**config.mk**
```make
export PLATFORM = sky130hd
export DESIGN_NAME = i2c_slave_addr_protocol
export DESIGN_NICKNAME = d
export VERILOG_FILES = /design/src/rtl/i2c_slave_pkg.sv /design/src/rtl/i2c_slave_addr_protocol.sv
export VERILOG_INCLUDE_DIRS = /design/src /design/src/rtl
export SDC_FILE = /design/constraint.sdc
export NUM_CORES = 1
export LEC_CHECK = 0
export BUFFER_PORTS_ARGS = -buffer_cell sky130_fd_sc_hd__clkbuf_2
export CAP_MARGIN = 20
export CORE_MARGIN = 8
export CORE_UTILIZATION = 55
export DETAILED_ROUTE_END_ITERATION = 10
export GPL_TIMING_DRIVEN = 1
export PLACE_DENSITY = 0.77
export SYNTH_ARGS = -nofsm -noshare
export SYNTH_HDL_FRONTEND = slang
export SYNTH_SLANG_ARGS = --single-unit
export TNS_END_PERCENT = 20
```
**constraint.sdc**
```tcl
create_clock -name ref_clk -period 6.3 [get_ports ref_clk]
set_input_delay 1.89 -clock ref_clk [delete_from_list [all_inputs] [get_ports ref_clk]]
set_output_delay 1.89 -clock ref_clk [all_outputs]
set_load 0.005 [all_outputs]
```
**src/rtl/i2c_slave_cfg.svh**
```systemverilog
`ifndef I2C_SLAVE_CFG_SVH
`define I2C_SLAVE_CFG_SVH

// ****************************************************************
// Address composition
// ****************************************************************
`define ADDR_BASE 3'h4
`define RW_READ 1'h1

// ****************************************************************
// Byte framing
// ****************************************************************
`define BIT_CNT_ZERO 4'h0
`define BIT_CNT_ONE 4'h1
`define BIT_CNT_FULL 4'h8
`define CMD_EXT_BIT 7
`define MSB_BIT 7
`define NEXT_MSB_BIT 6

// ****************************************************************
// Timing
// ****************************************************************
`define REF_CLK_MHZ 100
`define SCL_MAX_KHZ 400
`define SCL_MIN_PERIOD_CYC ((`REF_CLK_MHZ * 1000) / `SCL_MAX_KHZ)
`define PIN_SETTLE_CYC 2'h3

`endif

```
**src/rtl/i2c_slave_pkg.sv**
```systemverilog
package i2c_slave_pkg;

  // ****************************************************************
  // Protocol states
  // ****************************************************************
  typedef enum logic [6:0] {
    ST_IDLE     = 7'h01,
    ST_ADDR     = 7'h02,
    ST_ADDR_ACK = 7'h04,
    ST_WR_BYTE  = 7'h08,
    ST_WR_ACK   = 7'h10,
    ST_RD_BYTE  = 7'h20,
    ST_RD_ACK   = 7'h40
  } state_t;

  // ****************************************************************
  // User-side carriers
  // ****************************************************************
  typedef struct packed {
    logic valid;
    logic ext;
    logic [6:0] code;
  } cmd_t;

  typedef struct packed {
    logic valid;
    logic [7:0] data;
  } wdat_t;

endpackage

```
**src/rtl/i2c_slave_addr_protocol.sv**
```systemverilog
`timescale 1ns/1ns
`include "i2c_slave_cfg.svh"

// Behaviour
// - A falling data edge while clock is high starts address reception.
// - Eight bits follow the start: seven address bits MSB first, then read/write.
// - On address match, data is pulled low across the ninth clock pulse.
// - On mismatch, nothing is driven until the next start condition.
// - Every byte is eight data clocks plus one acknowledge clock.
// - Data changes only while clock is low; rising data with clock high stops.
// - The first written byte after the address is taken as a command.
// - A read ends with master not acknowledging, then the master stops.
// - Own address is base 100, first select pin, then second select pin.
// - A quick command is acknowledged and changes no internal state.
// - The address is caught once from the select pins after reset.
// - The slave follows fast-mode clocks up to 400 kHz.
// - A command byte with top bit set marks an extended register write.
module i2c_slave_addr_protocol (
  input wire logic ref_clk,
  input wire logic rst,
  input wire logic scl_in,
  input wire logic sda_in,
  output logic sda_out,
  output logic sda_oe,
  input wire logic [1:0] addr_select_high_pin,
  input wire logic [1:0] addr_select_low_pin,
  input wire logic [7:0] rd_byte,
  output logic rd_take,
  output i2c_slave_pkg::cmd_t cmd,
  output i2c_slave_pkg::wdat_t wdat,
  output logic [6:0] own_addr,
  output logic selected
);

  // ****************************************************************
  // Synchronisers and edge detection
  // ****************************************************************
  logic scl_s1_r;
  logic scl_s2_r;
  logic scl_d_r;
  logic sda_s1_r;
  logic sda_s2_r;
  logic sda_d_r;

  always_ff @(posedge ref_clk or posedge rst) begin
    if (rst) begin
      scl_s1_r <= 1'b1;
      scl_s2_r <= 1'b1;
      scl_d_r <= 1'b1;
      sda_s1_r <= 1'b1;
      sda_s2_r <= 1'b1;
      sda_d_r <= 1'b1;
    end else begin
      scl_s1_r <= scl_in;
      scl_s2_r <= scl_s1_r;
      scl_d_r <= scl_s2_r;
      sda_s1_r <= sda_in;
      sda_s2_r <= sda_s1_r;
      sda_d_r <= sda_s2_r;
    end
  end

  // Sampling at the reference rate leaves many cycles per fast-mode period.
  localparam int unsigned SCL_MIN_PERIOD = `SCL_MIN_PERIOD_CYC;

  wire scl_high = scl_s2_r & scl_d_r;
  wire start_det = scl_high & sda_d_r & ~sda_s2_r;
  wire stop_det = scl_high & ~sda_d_r & sda_s2_r;
  wire scl_rise = scl_s2_r & ~scl_d_r;
  wire scl_fall = ~scl_s2_r & scl_d_r;

  // ****************************************************************
  // Address capture from the select pins
  // ****************************************************************
  logic [1:0] hi_s1_r;
  logic [1:0] hi_s2_r;
  logic [1:0] lo_s1_r;
  logic [1:0] lo_s2_r;
  logic [1:0] settle_r;
  logic caught_r;
  logic [6:0] own_addr_r;

  wire settle_done = (settle_r == `PIN_SETTLE_CYC);

  always_ff @(posedge ref_clk or posedge rst) begin
    if (rst) begin
      hi_s1_r <= 2'h0;
      hi_s2_r <= 2'h0;
      lo_s1_r <= 2'h0;
      lo_s2_r <= 2'h0;
    end else begin
      hi_s1_r <= addr_select_high_pin;
      hi_s2_r <= hi_s1_r;
      lo_s1_r <= addr_select_low_pin;
      lo_s2_r <= lo_s1_r;
    end
  end

  always_ff @(posedge ref_clk or posedge rst) begin
    if (rst) begin
      settle_r <= 2'h0;
      caught_r <= 1'b0;
      own_addr_r <= {`ADDR_BASE, 4'h0};
    end else if (!caught_r) begin
      if (settle_done) begin
        caught_r <= 1'b1;
        own_addr_r <= {`ADDR_BASE, hi_s2_r, lo_s2_r};
      end else begin
        settle_r <= settle_r + 2'h1;
      end
    end
  end

  assign own_addr = own_addr_r;

  // ****************************************************************
  // Protocol state machine
  // ****************************************************************
  i2c_slave_pkg::state_t state_r;
  i2c_slave_pkg::state_t state_nxt;
  logic [3:0] cnt_r;
  logic [3:0] cnt_nxt;
  logic [7:0] sh_r;
  logic [7:0] sh_nxt;
  logic oe_r;
  logic oe_nxt;
  logic rw_r;
  logic rw_nxt;
  logic first_r;
  logic first_nxt;
  logic nack_r;
  logic nack_nxt;
  logic take_nxt;
  i2c_slave_pkg::cmd_t cmd_r;
  i2c_slave_pkg::cmd_t cmd_nxt;
  i2c_slave_pkg::wdat_t wdat_r;
  i2c_slave_pkg::wdat_t wdat_nxt;

  wire byte_full = (cnt_r == `BIT_CNT_FULL);
  wire shift_in = scl_rise & ~byte_full;
  wire [7:0] sh_in = {sh_r[6:0], sda_s2_r};
  wire [3:0] cnt_inc = cnt_r + `BIT_CNT_ONE;
  wire addr_match = caught_r & (sh_r[7:1] == own_addr_r);
  // The first read bit goes out as soon as the byte is loaded.
  wire rd_msb_drive = ~rd_byte[`MSB_BIT];

  always_comb begin
    state_nxt = state_r;
    cnt_nxt = cnt_r;
    sh_nxt = sh_r;
    oe_nxt = oe_r;
    rw_nxt = rw_r;
    first_nxt = first_r;
    nack_nxt = nack_r;
    take_nxt = 1'b0;
    cmd_nxt = cmd_r;
    cmd_nxt.valid = 1'b0;
    wdat_nxt = wdat_r;
    wdat_nxt.valid = 1'b0;
    if (start_det) begin
      state_nxt = i2c_slave_pkg::ST_ADDR;
      cnt_nxt = `BIT_CNT_ZERO;
      oe_nxt = 1'b0;
    end else if (stop_det) begin
      state_nxt = i2c_slave_pkg::ST_IDLE;
      oe_nxt = 1'b0;
    end else begin
      case (state_r)
        i2c_slave_pkg::ST_IDLE: begin
          oe_nxt = 1'b0;
        end
        i2c_slave_pkg::ST_ADDR: begin
          if (shift_in) begin
            sh_nxt = sh_in;
            cnt_nxt = cnt_inc;
          end else if (scl_fall && byte_full) begin
            if (addr_match) begin
              state_nxt = i2c_slave_pkg::ST_ADDR_ACK;
              oe_nxt = 1'b1;
              rw_nxt = (sh_r[0] == `RW_READ);
              first_nxt = 1'b1;
            end else begin
              state_nxt = i2c_slave_pkg::ST_IDLE;
            end
          end
        end
        i2c_slave_pkg::ST_ADDR_ACK: begin
          if (scl_fall) begin
            cnt_nxt = `BIT_CNT_ZERO;
            if (rw_r) begin
              state_nxt = i2c_slave_pkg::ST_RD_BYTE;
              sh_nxt = rd_byte;
              oe_nxt = rd_msb_drive;
              take_nxt = 1'b1;
            end else begin
              state_nxt = i2c_slave_pkg::ST_WR_BYTE;
              oe_nxt = 1'b0;
            end
          end
        end
        i2c_slave_pkg::ST_WR_BYTE: begin
          if (shift_in) begin
            sh_nxt = sh_in;
            cnt_nxt = cnt_inc;
          end else if (scl_fall && byte_full) begin
            state_nxt = i2c_slave_pkg::ST_WR_ACK;
            oe_nxt = 1'b1;
            if (first_r) begin
              first_nxt = 1'b0;
              cmd_nxt.valid = 1'b1;
              cmd_nxt.ext = sh_r[`CMD_EXT_BIT];
              cmd_nxt.code = sh_r[6:0];
            end else begin
              wdat_nxt.valid = 1'b1;
              wdat_nxt.data = sh_r;
            end
          end
        end
        i2c_slave_pkg::ST_WR_ACK: begin
          if (scl_fall) begin
            state_nxt = i2c_slave_pkg::ST_WR_BYTE;
            cnt_nxt = `BIT_CNT_ZERO;
            oe_nxt = 1'b0;
          end
        end
        i2c_slave_pkg::ST_RD_BYTE: begin
          if (scl_rise) begin
            cnt_nxt = cnt_inc;
          end else if (scl_fall) begin
            if (byte_full) begin
              state_nxt = i2c_slave_pkg::ST_RD_ACK;
              oe_nxt = 1'b0;
            end else begin
              sh_nxt = {sh_r[6:0], 1'b0};
              oe_nxt = ~sh_r[`NEXT_MSB_BIT];
            end
          end
        end
        i2c_slave_pkg::ST_RD_ACK: begin
          if (scl_rise) begin
            nack_nxt = sda_s2_r;
          end else if (scl_fall) begin
            cnt_nxt = `BIT_CNT_ZERO;
            if (nack_r) begin
              state_nxt = i2c_slave_pkg::ST_IDLE;
            end else begin
              state_nxt = i2c_slave_pkg::ST_RD_BYTE;
              sh_nxt = rd_byte;
              oe_nxt = rd_msb_drive;
              take_nxt = 1'b1;
            end
          end
        end
        default: begin
          state_nxt = i2c_slave_pkg::ST_IDLE;
          oe_nxt = 1'b0;
        end
      endcase
    end
  end

  always_ff @(posedge ref_clk or posedge rst) begin
    if (rst) begin
      state_r <= i2c_slave_pkg::ST_IDLE;
      cnt_r <= `BIT_CNT_ZERO;
      sh_r <= 8'h00;
      oe_r <= 1'b0;
      rw_r <= 1'b0;
      first_r <= 1'b0;
      nack_r <= 1'b0;
      rd_take <= 1'b0;
      cmd_r <= '0;
      wdat_r <= '0;
    end else begin
      state_r <= state_nxt;
      cnt_r <= cnt_nxt;
      sh_r <= sh_nxt;
      oe_r <= oe_nxt;
      rw_r <= rw_nxt;
      first_r <= first_nxt;
      nack_r <= nack_nxt;
      rd_take <= take_nxt;
      cmd_r <= cmd_nxt;
      wdat_r <= wdat_nxt;
    end
  end

  // ****************************************************************
  // Outputs
  // ****************************************************************
  assign sda_out = 1'b0;
  assign sda_oe = oe_r;
  assign cmd = cmd_r;
  assign wdat = wdat_r;
  assign selected = (state_r != i2c_slave_pkg::ST_IDLE) && (state_r != i2c_slave_pkg::ST_ADDR);

endmodule

```
==> impl_metrics.csv, run 1 <==
group,metric,value,unit
routing,drtPass1Iterations,4,
power_and_ir_drop,leakagePower,0.00158,µW
yosys,synth.yosys.seq_area_share,51.4,%
yosys,synth_most_common_cell,"dfrtp_1",
power_and_ir_drop,p_per_area,253,nW/µm²
floorplanning,dieArea,8260,µm²
sta,slew_violations,0,
place,dp.final_hpwl,4920,µm
setup_path,cpMaxStageDelayCell,"or4_4",
clock_network,ctsHoldBuffers,0,
setup_path,crit_family,"simple AND/OR/NAND/NOR gates",
yosys,synth_top_cell_area_share,45.5,%
routing,via_per_inst,5.77,
routing,ant_nets,0,
routing,wl,6910,µm
clock_network,htree_num_levels,3,
yosys,ys_seq_elements,63,
setup_path,critPathMaxFanout,16,
yosys,synth_edf_count,0,
finish,area_growth,13.1,%
yosys,synth_cell_type_count,60,
sta,tightest_slew,911,ps
clock_network,clk_pin_slew,70,ps
global_routing,antenna_found_initial,0,
clock_network,cts_tree,"yes",
routing,vias,2204,
flow_run,maxCapViolCount,0,
sta,timing.final.crit_share,61.8,%
global_routing,grt.total_usage,17.7,%
outcome,status,"complete, no violations",
global_routing,grt_overflow,0,
setup_path,worst_setup_path_end_kind,"output port",
global_routing,grt_pass1_wl,11600,µm
yosys,synth_area_leaders,"dfrtp_1 (45%), mux2_2 (14%), dfstp_2 (6.0%), xnor2_1 (2.3%), nand2_1 (1.9%)",
routing,met3RoutedLength,362,µm
place,io_buffer_count,40,
yosys,synth.largest_area_cell,"dfrtp_1",
sta,fin_worst_skew,7.41,ps
yosys,postSynthCellCount,265,
yosys,synth_commonest_cells,"dfrtp_1 (56), mux2_2 (37), nand2_1 (16)",
routing,routedWlPerCell,18.1,µm
setup_path,critPathArrivalTime,2000,ps
clock_network,clk_path_buf_depth,2,
finish,diodes,0,
sta,finalSetupViolations,0,
floorplanning,die_w,90.9,µm
clock_network,worstSkewPairLatency,340,ps
floorplanning,rows,27,
power_and_ir_drop,totalPowerFinal,883,µW
routing,wl_met2,3340,µm
floorplanning,ios,45,
setup_path,worstPathCellList,"or4_4 > or3_1 > clkbuf_2",
setup_path,crit_type,"reg -> out",
routing,first_iter_violations,132,
routing,drc_errors,0,
clock_network,numCtsBuffers,9,
finish,post-route-util,63.7,%
sta,hold_violations,0,
setup_path,cpPeakStageDelay,620,ps
sta,grt_setup_unrepaired,"false",
setup_path,crit_buf_inv,1,
power_and_ir_drop,ir_drop,0.192,mV
clock_network,cts_resized,0,
yosys,async_flop_share,100,%
finish,drive_above_1_share,37.7,%
sta,slew_headroom,39.2,%
sta,max_freq,0.257,GHz
setup_path,cp_data_required_time,4410,ps
clock_network,clock_sinks,63,
worst_hold_path,hp-class,"reg -> reg",
global_routing,grt_max_degree,64,
yosys,avgSynthCellArea,11.6,µm²
floorplanning,start_util,56.3,%
routing,wl_met1,3010,µm
setup_path,cp-start-kind,"register",
place,place.gp.congestion,0.904,
clock_network,cts_setup_buffers,0,
floorplanning,coreArea,5470,µm²
clock_network,clockRootBuffer,"clkbuf_8",
yosys,yosysWarnings,0,
routing,top_layer,"met4",
yosys,synth_flop_cell,"dfrtp_1",
yosys,netlist_area,3080,µm²
finish,num-nets-final,324,
sta,tns,0,ps
global_routing,grt_pass1_vias,2324,
floorplanning,die_h,90.9,µm
sta,fin_crit,3890,ps
## placed cells by master (no fill, tap or decap), drive strengths merged, types with 8 or more instances in the layout
| cell type | count |
|---|---|
| dfrtp | 56 |
| nor3 | 8 |
| nand2 | 16 |
| mux2 | 38 |
| clkbuf | 50 |
| inv | 9 |
| nand3 | 9 |
| nor2 | 13 |
| xnor2 | 8 |
## registers in the layout (all words and copies together), names as in the netlist, 2 cells and up
register  count
own_addr      4
sh_r          8
hi_s1_r       2
cmd           9
settle_r      2
lo_s2_r       2
state_r       7
wdat          9
cnt_r         4
hi_s2_r       2
lo_s1_r       2
## report_power, final
part | leakage (µW) | switching [µW] | internal (µW)
combinational | 0.000698 | 45.2 | 45.6
clock | 0.0000891 | 165 | 155
sequential | 0.000792 | 37.9 | 435
## layout make-up
type,instances,area (µm²)
fillers,448,1990
flip-flops and latches,63,1590
multi-input cells,182,1390
repair buffers,42,215
clock buffers,10,138
well taps,72,90.1
clock inverters,6,42.5
inverters,7,26.3
## kinds of logic (layout without fill, tap and decap cells)
logic type	Yosys count	in the layout	share of synthesized area, %
and+or+nand+nor	87	87	17.2
DFF	63	63	51.4
muxes	40	40	14.5
AOI/OAI and AO/OA	37	37	8.56
buffers and inverters	22	65	3.73
xor gates and xnor gates	11	11	3.13
adders and majority gates	3	3	1.22
other	2	4	0.244
## routing by layer
metal | track usage (%) | up-vias
met3 | 3.99 | 20
met4 | 10.4 | 0
met2 | 28.3 | 64
li1 | - | 1034
met1 | 21.5 | 1086
met5 | 0 | -
## final timing paths
check	startpoint	endpoint	slack, ps	depth (start not counted)
min in group asynchronous	rst	cmd[8]$_DFF_PP0_	1730	3
max in group asynchronous	rst	cnt_r[1]$_DFFE_PP0P_	4040	3
worst max-delay path	state_r[4]$_DFFE_PP0P_	selected	2410	3
worst min-delay path	hi_s1_r[0]$_DFF_PP0_	hi_s2_r[0]$_DFF_PP0_	350	0
worst min register to register	hi_s1_r[0]$_DFF_PP0_	hi_s2_r[0]$_DFF_PP0_	350	0
worst max register to register	state_r[5]$_DFFE_PP0P_	cnt_r[3]$_DFFE_PP0P_	3640	5
## metrics by stage
| step | setup WS (ps) | instance area [µm²] | hold slack [ps] | std cells |
|---|---|---|---|---|
| 2_1_floorplan | 2850 | 3090 | 331 | 267 |
| 3_3_place_gp | 2790 | 3310 | 333 | 366 |
| 3_5_place_dp | 2780 | 3310 | 340 | 366 |
| 4_1_cts | 2410 | 3490 | 354 | 382 |
| 5_1_grt | 2330 | 3490 | 350 | 382 |
| 6_report | 2410 | 3490 | 350 | 382 |
## worst reg2reg max path, delay by kind of cell, from the launching register on
kind             cells  cell delay [ps]
flip-flops           1              620
AO/OA/AOI/OAI        3              820
AND/OR/NAND/NOR      2             1130
(Power assumes the default switching activity.)
==> run 2: changes to the inputs <==
==> constraint.sdc (replaced) <==
create_clock -name ref_clk -period 3.95 [get_ports ref_clk]
set_input_delay 1.185 -clock ref_clk [delete_from_list [all_inputs] [get_ports ref_clk]]
set_output_delay 1.185 -clock ref_clk [all_outputs]
set_load 0.005 [all_outputs]
==> run 2 against run 1 <==
Net effect:
- final area increased by 1.1%
- flip-flop and latch count unchanged
- sequential share of layout area decreased by 0.52 points
- final cell count increased by 0.26%
- non-clock buffer count increased by 1
- clock power increased by 87%
- via count increased by 2.6%
- global-route usage decreased by 0.89 points
- critical path depth unchanged
- worst setup slack got worse by 1700 ps
- die area unchanged
- critical path type unchanged
- critical endpoint unchanged
- largest power group unchanged
==> impl_metrics.csv, run 2 (synthesis gave the netlist of run 1 again) <==
group,metric,value,unit
finish,area_growth,14.4,%
clock_network,numCtsBuffers,9,
floorplanning,die_h,90.9,µm
sta,fin_worst_skew,7.64,ps
floorplanning,die_w,90.9,µm
place,place_ws,1120,ps
sta,tns,0,ps
clock_network,clk_pin_slew,80,ps
setup_path,cpMaxStageDelayCell,"or4_4",
sta,hold_violations,0,
power_and_ir_drop,leakagePower,0.00160,µW
floorplanning,dieArea,8260,µm²
place,io_buffer_count,40,
setup_path,cpPeakStageDelay,620,ps
setup_path,crit_family,"simple AND/OR/NAND/NOR gates",
setup_path,worst_setup_path_end_kind,"output port",
setup_path,worstPathCellList,"or4_4 > or3_1 > clkbuf_2",
setup_path,critPathMaxFanout,16,
clock_network,cts_resized,0,
worst_hold_path,hp-class,"reg -> reg",
routing,first_iter_violations,142,
setup_path,cp_data_required_time,2760,ps
routing,routedWlPerCell,17.5,µm
setup_path,crit_type,"reg -> out",
sta,timing.final.crit_share,81.0,%
routing,drtPass1Iterations,5,
global_routing,grt_pass1_wl,11100,µm
global_routing,grt.total_usage,16.8,%
sta,max_freq,0.313,GHz
floorplanning,start_util,56.3,%
floorplanning,rows,27,
global_routing,grt_overflow,0,
clock_network,clock_sinks,63,
setup_path,crit_buf_inv,1,
place,place.gp.congestion,0.898,
finish,diodes,0,
sta,slew_headroom,40.6,%
power_and_ir_drop,ir_drop,0.308,mV
setup_path,critPathArrivalTime,2010,ps
finish,num-nets-final,325,
sta,tightest_slew,889,ps
routing,vias,2262,
sta,fin_ws,752,ps
floorplanning,ios,45,
global_routing,grt_max_degree,33,
clock_network,ctsHoldBuffers,0,
clock_network,clockRootBuffer,"clkbuf_8",
clock_network,worstSkewPairLatency,350,ps
power_and_ir_drop,p_per_area,425,nW/µm²
clock_network,cts_setup_buffers,0,
sta,grt_setup_unrepaired,"false",
finish,layout_common_cells,"dfrtp_1 (56), clkbuf_2 (40), mux2_2 (37), nand2_1 (16), nor2_1 (12)",
routing,ant_nets,0,
global_routing,grt_pass1_vias,2300,
clock_network,cts_tree,"yes",
sta,fin_crit,3200,ps
clock_network,clk_path_buf_depth,2,
place,dp.final_hpwl,4900,µm
finish,drive_above_1_share,37.9,%
floorplanning,coreArea,5470,µm²
global_routing,antenna_found_initial,0,
routing,via_per_inst,5.91,
routing,drc_errors,0,
finish,fillers,443,
setup_path,cp-start-kind,"register",
clock_network,htree_num_levels,3,
sta,finalSetupViolations,0,
sta,slew_violations,0,
flow_run,maxCapViolCount,0,
routing,wl,6700,µm
finish,post-route-util,64.4,%
outcome,status,"complete, no violations",
finish,layout_commonest_cell,"dfrtp_1",
==> run 2: cell types whose count changed in the layout (fill, tap and decap cells not counted) <==
cell	delta
clkinv_2	-2
inv_8	+1
bufinv_16	+1
clkinvlp_4	-1
clkinv_4	+1
buf_4	+1
==> run 2: layout make-up <==
type	count	area (µm²)	share of cell area (%)
inverters	7	26.3	0.745
flip-flops and latches	63	1590	44.9
clock inverters	6	75.1	2.13
clock buffers	10	138	3.90
repair buffers	43	223	6.31
well taps	72	90.1	2.55
multi-input cells	182	1390	39.4
==> run 2: power breakdown <==
part,internal [µW],switching (µW)
registers,693,61.0
clock network,318,281
logic,73.3,71.1
==> run 2: through the flow <==
step	total power [µW]	instances	cell area [µm²]	hold WS (ps)
6_report	1500	383	3530	355
5_1_grt	1560	383	3530	361
4_1_cts	1510	383	3530	359
3_5_place_dp	911	367	3310	340
3_3_place_gp	904	367	3310	333
2_1_floorplan	858	267	3090	331
==> run 2: worst paths after layout <==
check | slack [ps] | depth (start not counted) | end | startpoint
worst max-delay path | 750 | 3 | selected | state_r[4]$_DFFE_PP0P_
worst min-delay path | 360 | 0 | lo_s2_r[0]$_DFF_PP0_ | lo_s1_r[0]$_DFF_PP0_
worst max register to register | 1320 | 5 | state_r[6]$_DFFE_PP0P_ | scl_d_r$_DFF_PP1_
worst min register to register | 360 | 0 | lo_s2_r[0]$_DFF_PP0_ | lo_s1_r[0]$_DFF_PP0_
max in group asynchronous | 2370 | 3 | own_addr[0]$_DFFE_PP0P_ | rst
min in group asynchronous | 900 | 2 | sh_r[0]$_DFFE_PP0P_ | rst
==> run 2: routing by layer <==
metal	GRT usage (%)	vias to the layer above	wire length (µm)
li1	-	1041	-
met1	20.1	1114	2840
met2	26.1	90	3220
met3	6.32	17	460
met4	8.32	0	174
met5	0	-	0
==> run 2: worst reg2reg max path, cell delays in order, from the launching register on <==
cell and delay, ps:
dfstp_2 580, nor2b_1 500, o32ai_1 230, a221oi_1 730, a41oi_1 200, nor4b_1 300
==> run 3: changes to the inputs <==
==> constraint.sdc (replaced) <==
create_clock -name ref_clk -period 3.3 [get_ports ref_clk]
set_input_delay 0.99 -clock ref_clk [delete_from_list [all_inputs] [get_ports ref_clk]]
set_output_delay 0.99 -clock ref_clk [all_outputs]
set_load 0.005 [all_outputs]
==> run 3 against run 2 <==
Net effect:
- utilization increased by 0.82 points
- via count increased by 0.13%
- combinational power increased by 22%
- clock power increased by 28%
- global-route usage increased by 0.26 points
- clock-buffer cell count unchanged
- register-to-register slack got worse by 570 ps
- die area unchanged
- routed wire length increased by 1.8%
- final cell count increased by 1.0%
- final area increased by 1.3%
- critical endpoint unchanged
- largest power group unchanged
==> impl_metrics.csv, run 3 (synthesis gave the netlist of run 1 again) <==
group,metric,value,unit
clock_network,cts_tree,"yes",
global_routing,grt.total_usage,17.1,%
global_routing,grt_pass1_wl,11300,µm
sta,tightest_slew,789,ps
routing,first_iter_violations,129,
floorplanning,rows,27,
global_routing,antenna_found_initial,0,
routing,vias,2265,
routing,ant_nets,0,
power_and_ir_drop,totalPowerFinal,1840,µW
place,placed_area,3340,µm²
routing,drtPass1Iterations,4,
worst_hold_path,worstHoldStart,"lo_s1_r[1]$_DFF_PP0_",
floorplanning,die_h,90.9,µm
floorplanning,coreArea,5470,µm²
routing,wl,6820,µm
clock_network,worstSkewPairLatency,340,ps
routing,via_per_inst,5.85,
sta,max_freq,0.333,GHz
place,place.gp.congestion,0.904,
floorplanning,die_w,90.9,µm
setup_path,critPathArrivalTime,2020,ps
floorplanning,ios,45,
finish,layout_common_cells,"dfrtp_1 (56), clkbuf_2 (40), mux2_2 (37), nand2_1 (16), nor2_1 (12)",
place,place_ws,671,ps
place,dp.final_hpwl,4940,µm
finish,post-route-util,65.3,%
sta,fin_worst_skew,8.19,ps
power_and_ir_drop,ir_drop,0.384,mV
sta,hold_violations,0,
power_and_ir_drop,p_per_area,515,nW/µm²
setup_path,cp-start-kind,"register",
finish,diodes,0,
finish,area_growth,15.9,%
sta,timing.final.crit_share,91.1,%
setup_path,cp-startpoint,"state_r[4]$_DFFE_PP0P_",
clock_network,clk_path_buf_depth,2,
finish,num-nets-final,329,
power_and_ir_drop,leakagePower,0.00163,µW
sta,finalSetupViolations,0,
setup_path,critPathMaxFanout,16,
flow_run,maxCapViolCount,0,
outcome,status,"complete, no violations",
place,io_buffer_count,40,
clock_network,numCtsBuffers,9,
sta,fin_ws,294,ps
clock_network,clock_sinks,63,
clock_network,cts_setup_buffers,0,
clock_network,cts_resized,0,
clock_network,htree_num_levels,3,
sta,slew_headroom,47.3,%
clock_network,ctsHoldBuffers,0,
setup_path,crit_type,"reg -> out",
sta,tns,0,ps
worst_hold_path,hp-class,"reg -> reg",
routing,drc_errors,0,
global_routing,grt_pass1_vias,2336,
setup_path,r2r_start,"state_r[1]$_DFFE_PP0P_",
setup_path,rr_worst_depth,5,
clock_network,clockRootBuffer,"clkbuf_8",
finish,layout_commonest_cell,"dfrtp_1",
setup_path,cp_data_required_time,2310,ps
routing,routedWlPerCell,17.6,µm
finish,final_cell_area,3570,µm²
sta,slew_violations,0,
finish,drive_above_1_share,38.7,%
floorplanning,start_util,56.3,%
worst_hold_path,min_path_cells,0,
sta,fin_crit,3010,ps
floorplanning,dieArea,8260,µm²
global_routing,grt_overflow,0,
sta,grt_setup_unrepaired,"false",
clock_network,clk_pin_slew,70,ps
setup_path,worst_setup_path_end_kind,"output port",
global_routing,grt_max_degree,33,
==> run 3: cell count changes in the layout (fill, tap and decap cells not counted) <==
cell	change
clkinv_2	+1
bufinv_16	+1
buf_4	+4
inv_8	-1
clkinv_4	-1
==> run 3: area by class of cell <==
type	count	area, µm²
repair buffers	47	253
multi-input cells	182	1390
inverters	7	26.3
fillers	429	1900
well taps	72	90.1
flip-flops and latches	63	1590
clock inverters	6	90.1
clock buffers	10	138
==> run 3: report_power, final <==
part           leakage, µW  switching [µW]  total (µW)  internal, µW
combinational     0.000724            84.6         176          91.1
clock             0.000113             314         764           450
sequential        0.000792            72.4         902           830
total              0.00163             471        1840          1370
==> run 3: through the flow <==
step	hold slack [ps]	cells
floorplan	331	267
CTS	358	387
global route	364	387
finish	358	387
global placement	333	371
detailed placement	336	371
==> run 3: worst paths after layout <==
path / endpoint / slack (ps)
max: selected / 290
min: lo_s2_r[1]$_DFF_PP0_ / 360
max reg2reg: sh_r[7]$_DFFE_PP0P_ / 750
min reg2reg: lo_s2_r[1]$_DFF_PP0_ / 360
max in group asynchronous: sda_d_r$_DFF_PP1_ / 1830
min in group asynchronous: state_r[5]$_DFFE_PP0P_ / 730
==> run 3: critical path: stages, from the launching register on <==
cell	delay, ps
dfrtp_1	570
or4_4	630
or3_1	360
clkbuf_2	120
==> run 3: routing by layer <==
layer / share of wire, % / routed length (µm) / global-route usage (%)
met1: 43 / 2930 / 19.7
met2: 49 / 3350 / 27.3
met3: 6.1 / 419 / 6.57
met4: 1.8 / 123 / 8.32
met5: 0 / 0 / 0
